<file path="src/design/adc_seq_consts.svh">
/*
  Offsets, field positions, reset values and timing counts for the
  8-bit converter sequencer. Assumes a 100 MHz core clock.
*/
`ifndef ADC_SEQ_CONSTS_SVH
`define ADC_SEQ_CONSTS_SVH

// ==========================================================
// Register indices (byte address is four times the index)
`define IDX_RESULT 8'h70
`define IDX_CONTROL 8'h71
`define IDX_IRQ_STATUS 8'h72
`define IDX_IRQ_MASK 8'h73

// ==========================================================
// Control register fields and reset values
`define CTRL_BIT_DONE 7
`define CTRL_BIT_POWER 5
`define CTRL_CHAN_MSB 2
`define CTRL_RESET 8'h00
`define RESULT_RESET 8'h00
`define FULL_SCALE 8'hFF

// ==========================================================
// Timing
`define CLK_PERIOD_NS 10
`define CONV_CYCLES 64
`define SAMPLE_HALF_CYCLES 63
`define STAB_TIME_NS 30000

`endif

</file>
<file path="src/design/adc_seq_pkg.sv">
/*
  Types shared by the converter sequencer and its bench.
  Assumes nothing of its surroundings.
*/
`default_nettype none

package adc_seq_pkg;

  typedef enum logic [1:0] {
    ST_OFF = 2'b00,
    ST_STAB = 2'b01,
    ST_SAMPLE = 2'b11,
    ST_CONVERT = 2'b10
  } conv_state_t;

  typedef struct packed {
    logic done;
    logic rsv6;
    logic power_on;
    logic zero4;
    logic rsv3;
    logic [2:0] channel_select;
  } ctrl_t;

  typedef struct packed {
    logic ready;
    logic done;
  } irq_bits_t;

endpackage

`default_nettype wire

</file>
<file path="src/design/adc_sequencer_8bit.sv">
/*
  Sequencer for an 8-bit successive-approximation converter with an
  eight-way input mux, reached as an Avalon-MM slave with waitrequest.
  Assumes the analog front end delivers each input and both references
  as unsigned levels synchronous to clk_in, and that software keeps
  the reserved control bits at zero and sets the channel before power.
*/
// The implementer's own choice: register access over Avalon-MM.
`timescale 1ns/1ps
`default_nettype none
`include "adc_seq_consts.svh"

module adc_sequencer_8bit import adc_seq_pkg::*; #(
  parameter int LEVEL_W = 12,
  parameter int STAB_CYCLES =
    (`STAB_TIME_NS + `CLK_PERIOD_NS - 1) / `CLK_PERIOD_NS
) (
  input wire logic clk_in,
  input wire logic rst_n_in,
  input wire logic [9:0] address_in,
  input wire logic read_in,
  input wire logic write_in,
  input wire logic [31:0] writedata_in,
  input wire logic [3:0] byteenable_in,
  output logic [31:0] readdata_out,
  output logic waitrequest_out,
  input wire logic [7:0][LEVEL_W-1:0] analog_input_in,
  input wire logic [LEVEL_W-1:0] ref_high_in,
  input wire logic [LEVEL_W-1:0] ref_low_in,
  input wire logic deep_stop_in,
  output logic [2:0] mux_select_out,
  output logic converter_enable_out,
  output logic sampling_out,
  output logic irq_out
);

  // ==========================================================
  // Derived counts
  localparam int SAMPLE_CYCLES = (`SAMPLE_HALF_CYCLES + 1) / 2;
  localparam logic [5:0] SAMPLE_LAST = 6'(SAMPLE_CYCLES - 1);
  localparam logic [5:0] CONV_LAST = 6'(`CONV_CYCLES - 1);
  localparam int STAB_W = $clog2(STAB_CYCLES + 1);
  localparam logic [STAB_W-1:0] STAB_LAST = STAB_W'(STAB_CYCLES - 1);
  localparam int PROD_W = LEVEL_W + 8;

  // ==========================================================
  // Helpers
  function automatic logic [9:0] byte_addr(input logic [7:0] idx);
    return {idx, 2'b00};
  endfunction

  // Distance above the floor, clamped at zero
  function automatic logic [LEVEL_W-1:0] above(
    input logic [LEVEL_W-1:0] v,
    input logic [LEVEL_W-1:0] floor_v
  );
    return (v > floor_v) ? LEVEL_W'(v - floor_v) : '0;
  endfunction

  function automatic logic [PROD_W-1:0] mul(
    input logic [7:0] code,
    input logic [LEVEL_W-1:0] level
  );
    return PROD_W'(code) * PROD_W'(level);
  endfunction

  // ==========================================================
  // Declarations
  conv_state_t state_r;
  logic ack_r;
  logic req;
  logic accept;
  logic wr_ctrl;
  logic rd_result;
  logic wr_status;
  logic wr_mask;
  logic power_on_r;
  logic power_on_nxt;
  logic [2:0] channel_r;
  logic done_r;
  logic [7:0] result_r;
  logic [5:0] cnt_r;
  logic [STAB_W-1:0] stab_cnt_r;
  logic [LEVEL_W-1:0] hold_r;
  logic [LEVEL_W-1:0] span_r;
  logic [7:0] sar_r;
  logic [7:0] mask_r;
  logic [7:0] trial;
  logic active;
  logic stab_end;
  logic conv_end;
  logic conv_start;
  irq_bits_t irq_status_r;
  irq_bits_t irq_mask_r;
  ctrl_t ctrl_view;
  logic [31:0] read_mux;
  logic [31:0] readdata_r;

  // ==========================================================
  // Avalon-MM slave: one wait cycle, then the access takes effect
  assign req = read_in | write_in;
  assign waitrequest_out = req & ~ack_r;
  assign accept = req & ack_r;

  always_ff @(posedge clk_in or negedge rst_n_in) begin
    if (!rst_n_in) begin
      ack_r <= 1'b0;
    end else begin
      ack_r <= req & ~ack_r;
    end
  end

  assign wr_ctrl = write_in & accept & byteenable_in[0] &
    (address_in == byte_addr(`IDX_CONTROL));
  assign rd_result = read_in & accept &
    (address_in == byte_addr(`IDX_RESULT));
  assign wr_status = write_in & accept & byteenable_in[0] &
    (address_in == byte_addr(`IDX_IRQ_STATUS));
  assign wr_mask = write_in & accept & byteenable_in[0] &
    (address_in == byte_addr(`IDX_IRQ_MASK));

  // Reserved bits are not stored, so they read back as zero
  always_comb begin
    ctrl_view = '0;
    ctrl_view.done = done_r;
    ctrl_view.power_on = power_on_r;
    ctrl_view.zero4 = 1'b0;
    ctrl_view.channel_select = channel_r;
  end

  // Unmapped addresses read as zero and ignore writes
  always_comb begin
    read_mux = 32'h0000_0000;
    unique case (address_in)
      byte_addr(`IDX_RESULT): read_mux = {24'h00_0000, result_r};
      byte_addr(`IDX_CONTROL): read_mux = {24'h00_0000, ctrl_view};
      byte_addr(`IDX_IRQ_STATUS): read_mux = {30'h0, irq_status_r};
      byte_addr(`IDX_IRQ_MASK): read_mux = {30'h0, irq_mask_r};
      default: read_mux = 32'h0000_0000;
    endcase
  end

  // Captured in the wait cycle so the data stand at the accepting edge
  always_ff @(posedge clk_in or negedge rst_n_in) begin
    if (!rst_n_in) begin
      readdata_r <= 32'h0000_0000;
    end else if (read_in & ~ack_r) begin
      readdata_r <= read_mux;
    end
  end

  assign readdata_out = readdata_r;

  // ==========================================================
  // Control register
  assign power_on_nxt =
    wr_ctrl ? writedata_in[`CTRL_BIT_POWER] : power_on_r;

  always_ff @(posedge clk_in or negedge rst_n_in) begin
    if (!rst_n_in) begin
      power_on_r <= 1'b0;
      channel_r <= 3'h0;
    end else if (wr_ctrl) begin
      power_on_r <= power_on_nxt;
      channel_r <= writedata_in[`CTRL_CHAN_MSB:0];
    end
  end

  // Light sleep has no say here, so conversion runs on through it
  assign active = power_on_nxt & ~deep_stop_in;

  // ==========================================================
  // Sequencer
  assign stab_end = (state_r == ST_STAB) &
    (stab_cnt_r == STAB_LAST) & active;
  assign conv_end = (state_r == ST_CONVERT) &
    (cnt_r == CONV_LAST) & ~wr_ctrl & active;
  assign conv_start = (state_r == ST_SAMPLE) & (cnt_r == 6'h00);

  always_ff @(posedge clk_in or negedge rst_n_in) begin
    if (!rst_n_in) begin
      state_r <= ST_OFF;
    end else if (!active) begin
      state_r <= ST_OFF;
    end else begin
      unique case (state_r)
        ST_OFF: state_r <= ST_STAB;
        ST_STAB: if (stab_end) begin
          state_r <= ST_SAMPLE;
        end
        ST_SAMPLE: if (!wr_ctrl && cnt_r == SAMPLE_LAST) begin
          state_r <= ST_CONVERT;
        end
        ST_CONVERT: if (wr_ctrl || cnt_r == CONV_LAST) begin
          state_r <= ST_SAMPLE;
        end
      endcase
    end
  end

  // Settling is not restarted by control writes, only by power or wake
  always_ff @(posedge clk_in or negedge rst_n_in) begin
    if (!rst_n_in) begin
      stab_cnt_r <= '0;
    end else if (state_r == ST_STAB && !stab_end) begin
      stab_cnt_r <= STAB_W'(stab_cnt_r + 1'b1);
    end else begin
      stab_cnt_r <= '0;
    end
  end

  always_ff @(posedge clk_in or negedge rst_n_in) begin
    if (!rst_n_in) begin
      cnt_r <= 6'h00;
    end else if (wr_ctrl || state_r == ST_OFF || state_r == ST_STAB ||
                 cnt_r == CONV_LAST) begin
      cnt_r <= 6'h00;
    end else begin
      cnt_r <= cnt_r + 6'h01;
    end
  end

  // ==========================================================
  // Sample and successive approximation
  assign trial = sar_r | mask_r;

  // The level is frozen at the end of sampling; later input moves
  // cannot disturb the compare steps
  always_ff @(posedge clk_in or negedge rst_n_in) begin
    if (!rst_n_in) begin
      hold_r <= '0;
      span_r <= '0;
    end else if (state_r == ST_SAMPLE && cnt_r == SAMPLE_LAST) begin
      hold_r <= above(analog_input_in[channel_r], ref_low_in);
      span_r <= above(ref_high_in, ref_low_in);
    end
  end

  // One bit per cycle, MSB first; a clamped level saturates on its own
  always_ff @(posedge clk_in or negedge rst_n_in) begin
    if (!rst_n_in) begin
      sar_r <= 8'h00;
      mask_r <= 8'h00;
    end else if (state_r == ST_SAMPLE) begin
      sar_r <= 8'h00;
      mask_r <= 8'h80;
    end else if (state_r == ST_CONVERT && mask_r != 8'h00) begin
      if (mul(8'hFF, hold_r) >= mul(trial, span_r)) begin
        sar_r <= trial;
      end
      mask_r <= {1'b0, mask_r[7:1]};
    end
  end

  always_ff @(posedge clk_in or negedge rst_n_in) begin
    if (!rst_n_in) begin
      result_r <= `RESULT_RESET;
    end else if (conv_end) begin
      result_r <= sar_r;
    end
  end

  // A completion in the cycle of a result read wins over the clear
  always_ff @(posedge clk_in or negedge rst_n_in) begin
    if (!rst_n_in) begin
      done_r <= 1'b0;
    end else if (conv_end) begin
      done_r <= 1'b1;
    end else if (wr_ctrl || rd_result) begin
      done_r <= 1'b0;
    end else if (state_r == ST_OFF || state_r == ST_STAB) begin
      done_r <= 1'b0;
    end
  end

  // ==========================================================
  // Interrupt status and mask; both masked off at reset
  always_ff @(posedge clk_in or negedge rst_n_in) begin
    if (!rst_n_in) begin
      irq_status_r <= '0;
    end else begin
      irq_status_r.done <= conv_end |
        (irq_status_r.done & ~(wr_status & writedata_in[0]));
      irq_status_r.ready <= stab_end |
        (irq_status_r.ready & ~(wr_status & writedata_in[1]));
    end
  end

  always_ff @(posedge clk_in or negedge rst_n_in) begin
    if (!rst_n_in) begin
      irq_mask_r <= '0;
    end else if (wr_mask) begin
      irq_mask_r <= writedata_in[1:0];
    end
  end

  assign irq_out = |(irq_status_r & irq_mask_r);

  // ==========================================================
  // Analog-side controls
  assign mux_select_out = channel_r;
  assign converter_enable_out = (state_r != ST_OFF);
  assign sampling_out = (state_r == ST_SAMPLE);

  // ==========================================================
  // Checks
  a_full_scale_sat: assert property (
    @(posedge clk_in) disable iff (!rst_n_in)
    (conv_end && hold_r >= span_r) |=> (result_r == `FULL_SCALE))
    else $error("level at top reference did not give full scale");

  a_floor_zero: assert property (
    @(posedge clk_in) disable iff (!rst_n_in)
    (conv_end && hold_r == '0 && span_r != '0) |=> (result_r == 8'h00))
    else $error("level at bottom reference did not give zero");

  a_conv_length: assert property (
    @(posedge clk_in) disable iff (!rst_n_in)
    conv_end |-> $past(conv_start, 63))
    else $error("conversion did not last 64 cycles");

  a_sample_length: assert property (
    @(posedge clk_in) disable iff (!rst_n_in)
    ($fell(sampling_out) && state_r == ST_CONVERT) |->
      $past(conv_start, 32))
    else $error("sampling phase was not 32 cycles");

  a_linear_code: assert property (
    @(posedge clk_in) disable iff (!rst_n_in)
    conv_end |=> (mul(result_r, span_r) <= mul(8'hFF, hold_r)) &&
      (result_r == `FULL_SCALE ||
       mul(8'(result_r + 8'h01), span_r) > mul(8'hFF, hold_r)))
    else $error("result code is not the linear floor");

  a_channel_pick: assert property (
    @(posedge clk_in) disable iff (!rst_n_in)
    wr_ctrl |=> (mux_select_out == $past(writedata_in[2:0])))
    else $error("mux does not follow the channel field");

  a_settle_exit: assert property (
    @(posedge clk_in) disable iff (!rst_n_in)
    stab_end |=> (state_r == ST_SAMPLE && cnt_r == 6'h00) ##1
      sampling_out)
    else $error("conversion did not start after settling");

  a_settle_count: assert property (
    @(posedge clk_in) disable iff (!rst_n_in)
    (state_r == ST_STAB && $past(state_r) == ST_STAB) |->
      (stab_cnt_r == STAB_W'($past(stab_cnt_r) + 1'b1)))
    else $error("settle counter skipped");

  a_done_on_end: assert property (
    @(posedge clk_in) disable iff (!rst_n_in)
    conv_end |=> done_r && (result_r == $past(sar_r)))
    else $error("conversion end did not load result and flag");

  a_write_aborts: assert property (
    @(posedge clk_in) disable iff (!rst_n_in)
    wr_ctrl |=> !done_r && cnt_r == 6'h00)
    else $error("control write did not abort and clear");

  a_read_clears: assert property (
    @(posedge clk_in) disable iff (!rst_n_in)
    (rd_result && !conv_end) |=> !done_r)
    else $error("result read did not clear the flag");

  a_power_off: assert property (
    @(posedge clk_in) disable iff (!rst_n_in)
    (!power_on_r && $past(!power_on_r)) |-> !converter_enable_out)
    else $error("converter runs with power bit clear");

  a_deep_stop: assert property (
    @(posedge clk_in) disable iff (!rst_n_in)
    deep_stop_in |=> (state_r == ST_OFF))
    else $error("deep stop left the converter running");

  a_bit4_zero: assert property (
    @(posedge clk_in) disable iff (!rst_n_in)
    (read_in && accept && address_in == byte_addr(`IDX_CONTROL)) |->
      (readdata_out[4] == 1'b0 && readdata_out[31:8] == 24'h00_0000))
    else $error("control bit 4 read back as one");

  a_result_held: assert property (
    @(posedge clk_in) disable iff (!rst_n_in)
    !$past(conv_end) |-> (result_r == $past(result_r)))
    else $error("result changed without a conversion end");

  a_settle_quiet: assert property (
    @(posedge clk_in) disable iff (!rst_n_in)
    (state_r == ST_STAB) |-> !done_r && !$past(conv_end))
    else $error("flag or result moved while settling");

endmodule // adc_sequencer_8bit

`default_nettype wire

</file>
<file path="config.mk">
export PLATFORM = sky130hd
export DESIGN_NAME = adc_sequencer_8bit
export DESIGN_NICKNAME = d
export VERILOG_FILES = /design/src/design/adc_seq_pkg.sv /design/src/design/adc_sequencer_8bit.sv
export VERILOG_INCLUDE_DIRS = /design/src /design/src/design
export SDC_FILE = /design/constraint.sdc
export NUM_CORES = 1
export LEC_CHECK = 0
export BUFFER_PORTS_ARGS = -buffer_cell sky130_fd_sc_hd__buf_2
export CORE_MARGIN = 8
export CORE_UTILIZATION = 40
export CTS_BUF_LIST = sky130_fd_sc_hd__clkbuf_4 sky130_fd_sc_hd__clkbuf_8
export CTS_CLUSTER_SIZE = 25
export DETAILED_ROUTE_END_ITERATION = 16
export GPL_TIMING_DRIVEN = 0
export SYNTH_ARGS = -nofsm -noshare
export SYNTH_HDL_FRONTEND = slang
export SYNTH_SLANG_ARGS = --single-unit
</file>
<file path="constraint.sdc">
create_clock -name clk_in -period 7.36 [get_ports clk_in]
set_clock_uncertainty 0.1 [all_clocks]
set_input_delay 0.736 -clock clk_in [delete_from_list [all_inputs] [get_ports clk_in]]
set_output_delay 0.736 -clock clk_in [all_outputs]
set_load 0.01 [all_outputs]
</file>
==> impl_metrics.env <==
export IMPL_setup_viol=0
export IMPL_cp_end_kind="flip-flop"
export IMPL_synth_seq_cells=86
export IMPL_clkLatencyLatePin_ns=0.38
export IMPL_drt_first_pass_iters=5
export IMPL_area_delta_synth_final_pct=13.81
export IMPL_final_min_clock_period_ns=6.936
export IMPL_cts_max_path_buffers=2
export IMPL_crit_path_frequent_cell="fa_1"
export IMPL_gp_congestion=0.8733
export IMPL_maxCapViolCount=0
export IMPL_placed_area_mm2=0.01270
export IMPL_io_pins=210
export IMPL_finalNetCount=1756
export IMPL_path_cells="nor2_1 -> nor2b_1 -> fa_1 -> fa_1 -> fa_1 -> inv_1 -> fa_1 -> inv_1 -> ha_1 -> a21o_1 -> a221o_1 -> a211o_1 -> o31a_1 -> nor4b_1 -> a311oi_1 -> ha_1 -> a21o_1 -> a211oi_1 -> o22ai_1 -> a21oi_2 -> a211oi_1"
export IMPL_synth_area_leaders="fa_1, dfrtp_1, ha_1, inv_1, mux4_2"
export IMPL_placementRows=61
export IMPL_grt_first_pass_wirelength_um=47840
export IMPL_chipHeight_um=184.4
export IMPL_design_area_mm2=0.01291
export IMPL_critPathKind="reg2reg"
export IMPL_yosysMostFrequentCell="inv_1"
export IMPL_rsz0062_at_grt="false"
export IMPL_fin_crit_sh=0.9424
export IMPL_max_slew_margin_rel=0.4482
export IMPL_power_mw=0.9983
export IMPL_dieArea_mm2=0.03400
export IMPL_grt_max_degree=57
export IMPL_worstPathMaxFanout=10
export IMPL_vias=8863
export IMPL_synth_edff_count=0
export IMPL_yosys_area_top_type_share=0.1977
export IMPL_drt_iter0_markers=373
export IMPL_antenna_cells=0
export IMPL_antenna_left=0
export IMPL_first_global_vias=9212
export IMPL_path_clk_slew_ns=0.11
export IMPL_power_density_mw_per_mm2=77.34
export IMPL_antenna_found_initial=0
export IMPL_setup_tns_ns=0
export IMPL_vias_per_cell=5.123
export IMPL_synthFlopType="dfrtp_1"
export IMPL_status="finished clean"
export IMPL_coreArea_mm2=0.02786
export IMPL_syn_area_mm2=0.01134
export IMPL_gr_total_overflow=0
export IMPL_worstSetupStartpointType="flip-flop"
export IMPL_ys_types=64
export IMPL_synth_largest_area_cell="fa_1"
export IMPL_synth_warnings=0
export IMPL_h_tree_depth=3
export IMPL_max_freq_ghz=0.1442
export IMPL_slowest_stage="nor2_1"
export IMPL_drive_above_1_share=0.1990
export IMPL_synth_avg_cell_area_um2=9.794
export IMPL_syn_instance_count=1158
export IMPL_cts_tree="done"
export IMPL_port_buffers=154
export IMPL_hold_viol=0
export IMPL_synth_commonest_cells="inv_1, ha_1, fa_1"
export IMPL_track_usage=0.1765
export IMPL_cts_root_buf="clkbuf_8"
export IMPL_worstPathArrival_ns=7.07
export IMPL_drc=0
export IMPL_routed_wl_um=29230
export IMPL_numCtsBuffers=9
export IMPL_required_ns=7.49
export IMPL_slowest_delay_ns=0.56
export IMPL_leakage_nw=6.501
export IMPL_cts_sinks=86
export IMPL_r2r_slack_ns=0.42
export IMPL_start_util=0.4071
export IMPL_slew_violations=0
export IMPL_worstMarginPinSlew_ns=0.8277
export IMPL_async_reset_ff_frac=1.000
export IMPL_place_hpwl_um=25380
export IMPL_hold_class="in2async"
export IMPL_hold_buffers=0
export IMPL_fin_cells=1730
export IMPL_die_w_um=184.4
export IMPL_ir_drop_uv=108.7
export IMPL_place_inst=1714
export IMPL_ys_seq_area_frac=0.1898
export IMPL_post_drt_wl_per_cell_um=16.89
[registers in the layout, indices dropped and copies added (netlist names)]
name,cells
stab_cnt_r,12
span_r,12
result_r,8
sar_r,8
irq_mask_r,2
irq_status_r,2
cnt_r,6
mask_r,8
mux_select_out,3
power_on_r,1
readdata_out,8
ack_r,1
state_r,2
done_r,1
hold_r,12
[routing by layer]
layer / global-route usage / part of all wire / vias up
met5: 0 / 0 / -
met4: 0.06228 / 0.031 / 0
met3: 0.03347 / 0.050 / 37
met2: 0.2947 / 0.48 / 224
met1: 0.2258 / 0.44 / 4278
li1: - / - / 4324
[metrics by stage]
stage	setup slack, ns	hold slack, ns	utilization
after floorplan	1.141	0.3319	-
after global placement	0.05929	0.3267	0.4548
after detailed placement	0.0006697	0.3347	0.4559
after CTS	0.2498	0.1639	0.4631
after global routing	0.01269	0.1853	0.4633
final	0.4239	0.1772	0.4633
[logic make-up (layout without fill, tap and decap cells)]
kind of cell	Yosys count	after routing	share of synthesized area
multiplexers	57	57	0.08429
AO/OA/AOI/OAI	237	237	0.1393
adder cells (fa/ha/maj)	238	238	0.3367
buffers and inverters	214	385	0.07910
flip-flops	86	86	0.1898
other	1	24	0.0003307
XOR/XNOR	49	49	0.03784
AND/OR/NAND/NOR	276	276	0.1326
[final cells by class]
cell class / instances / area, um2
fill: 2687 / 14950
multi-input combinational: 881 / 8387
sequential: 86 / 2152
timing repair buffer: 155 / 800.8
inverter: 168 / 630.6
tap: 378 / 473.0
buffer: 46 / 269.0
clock buffer: 9 / 123.9
clock inverter: 7 / 71.32
[placed cells by master, fill, tap and decap left out, types with 21 or more instances in the layout]
master	Yosys	layout
mux4_2	26	26
buf_2	3	156
conb_1	1	24
nand2_1	49	49
nor2_1	52	50
dfrtp_1	86	86
o21ai_0	56	56
a21o_1	27	27
a22o_1	21	21
inv_1	168	168
buf_4	24	25
xnor2_1	29	29
a21oi_1	52	51
nor2b_1	86	86
fa_1	112	112
ha_1	126	126
[where the power goes]
part	leakage (nW)	internal, mW	total (mW)	switching, mW
logic	5.21	0.0900	0.190	0.100
clock network	0.0999	0.133	0.332	0.199
registers	1.19	0.473	0.476	0.00239
total	6.50	0.697	0.998	0.302
[repair_timing]
item / in CTS / in global routing
setup buffers: 0 / 0
resized for setup: 1 / 6
pin swaps: 0 / 0
setup endpoints to repair: 2 / 8
[critical path, delay by kind of cell, from the launching register on]
family / cells / cell delay [ns]
compound gates: 10 / 2.39
buf+inv: 2 / 0.09
flops: 1 / 0.45
simple gates: 3 / 0.96
fa+ha+maj: 6 / 2.77
[path summary, 6_finish.rpt]
path	depth (start not counted)	start	endpoint
worst max-delay path	21	mask_r[6]	sar_r[7]
worst min-delay path	1	rst_n_in	stab_cnt_r[0]
worst max register to register	21	mask_r[6]	sar_r[7]
worst min register to register	1	ack_r	ack_r
max in group asynchronous	2	rst_n_in	hold_r[3]
min in group clk_in	1	ack_r	ack_r
(Power assumes the default switching activity.)
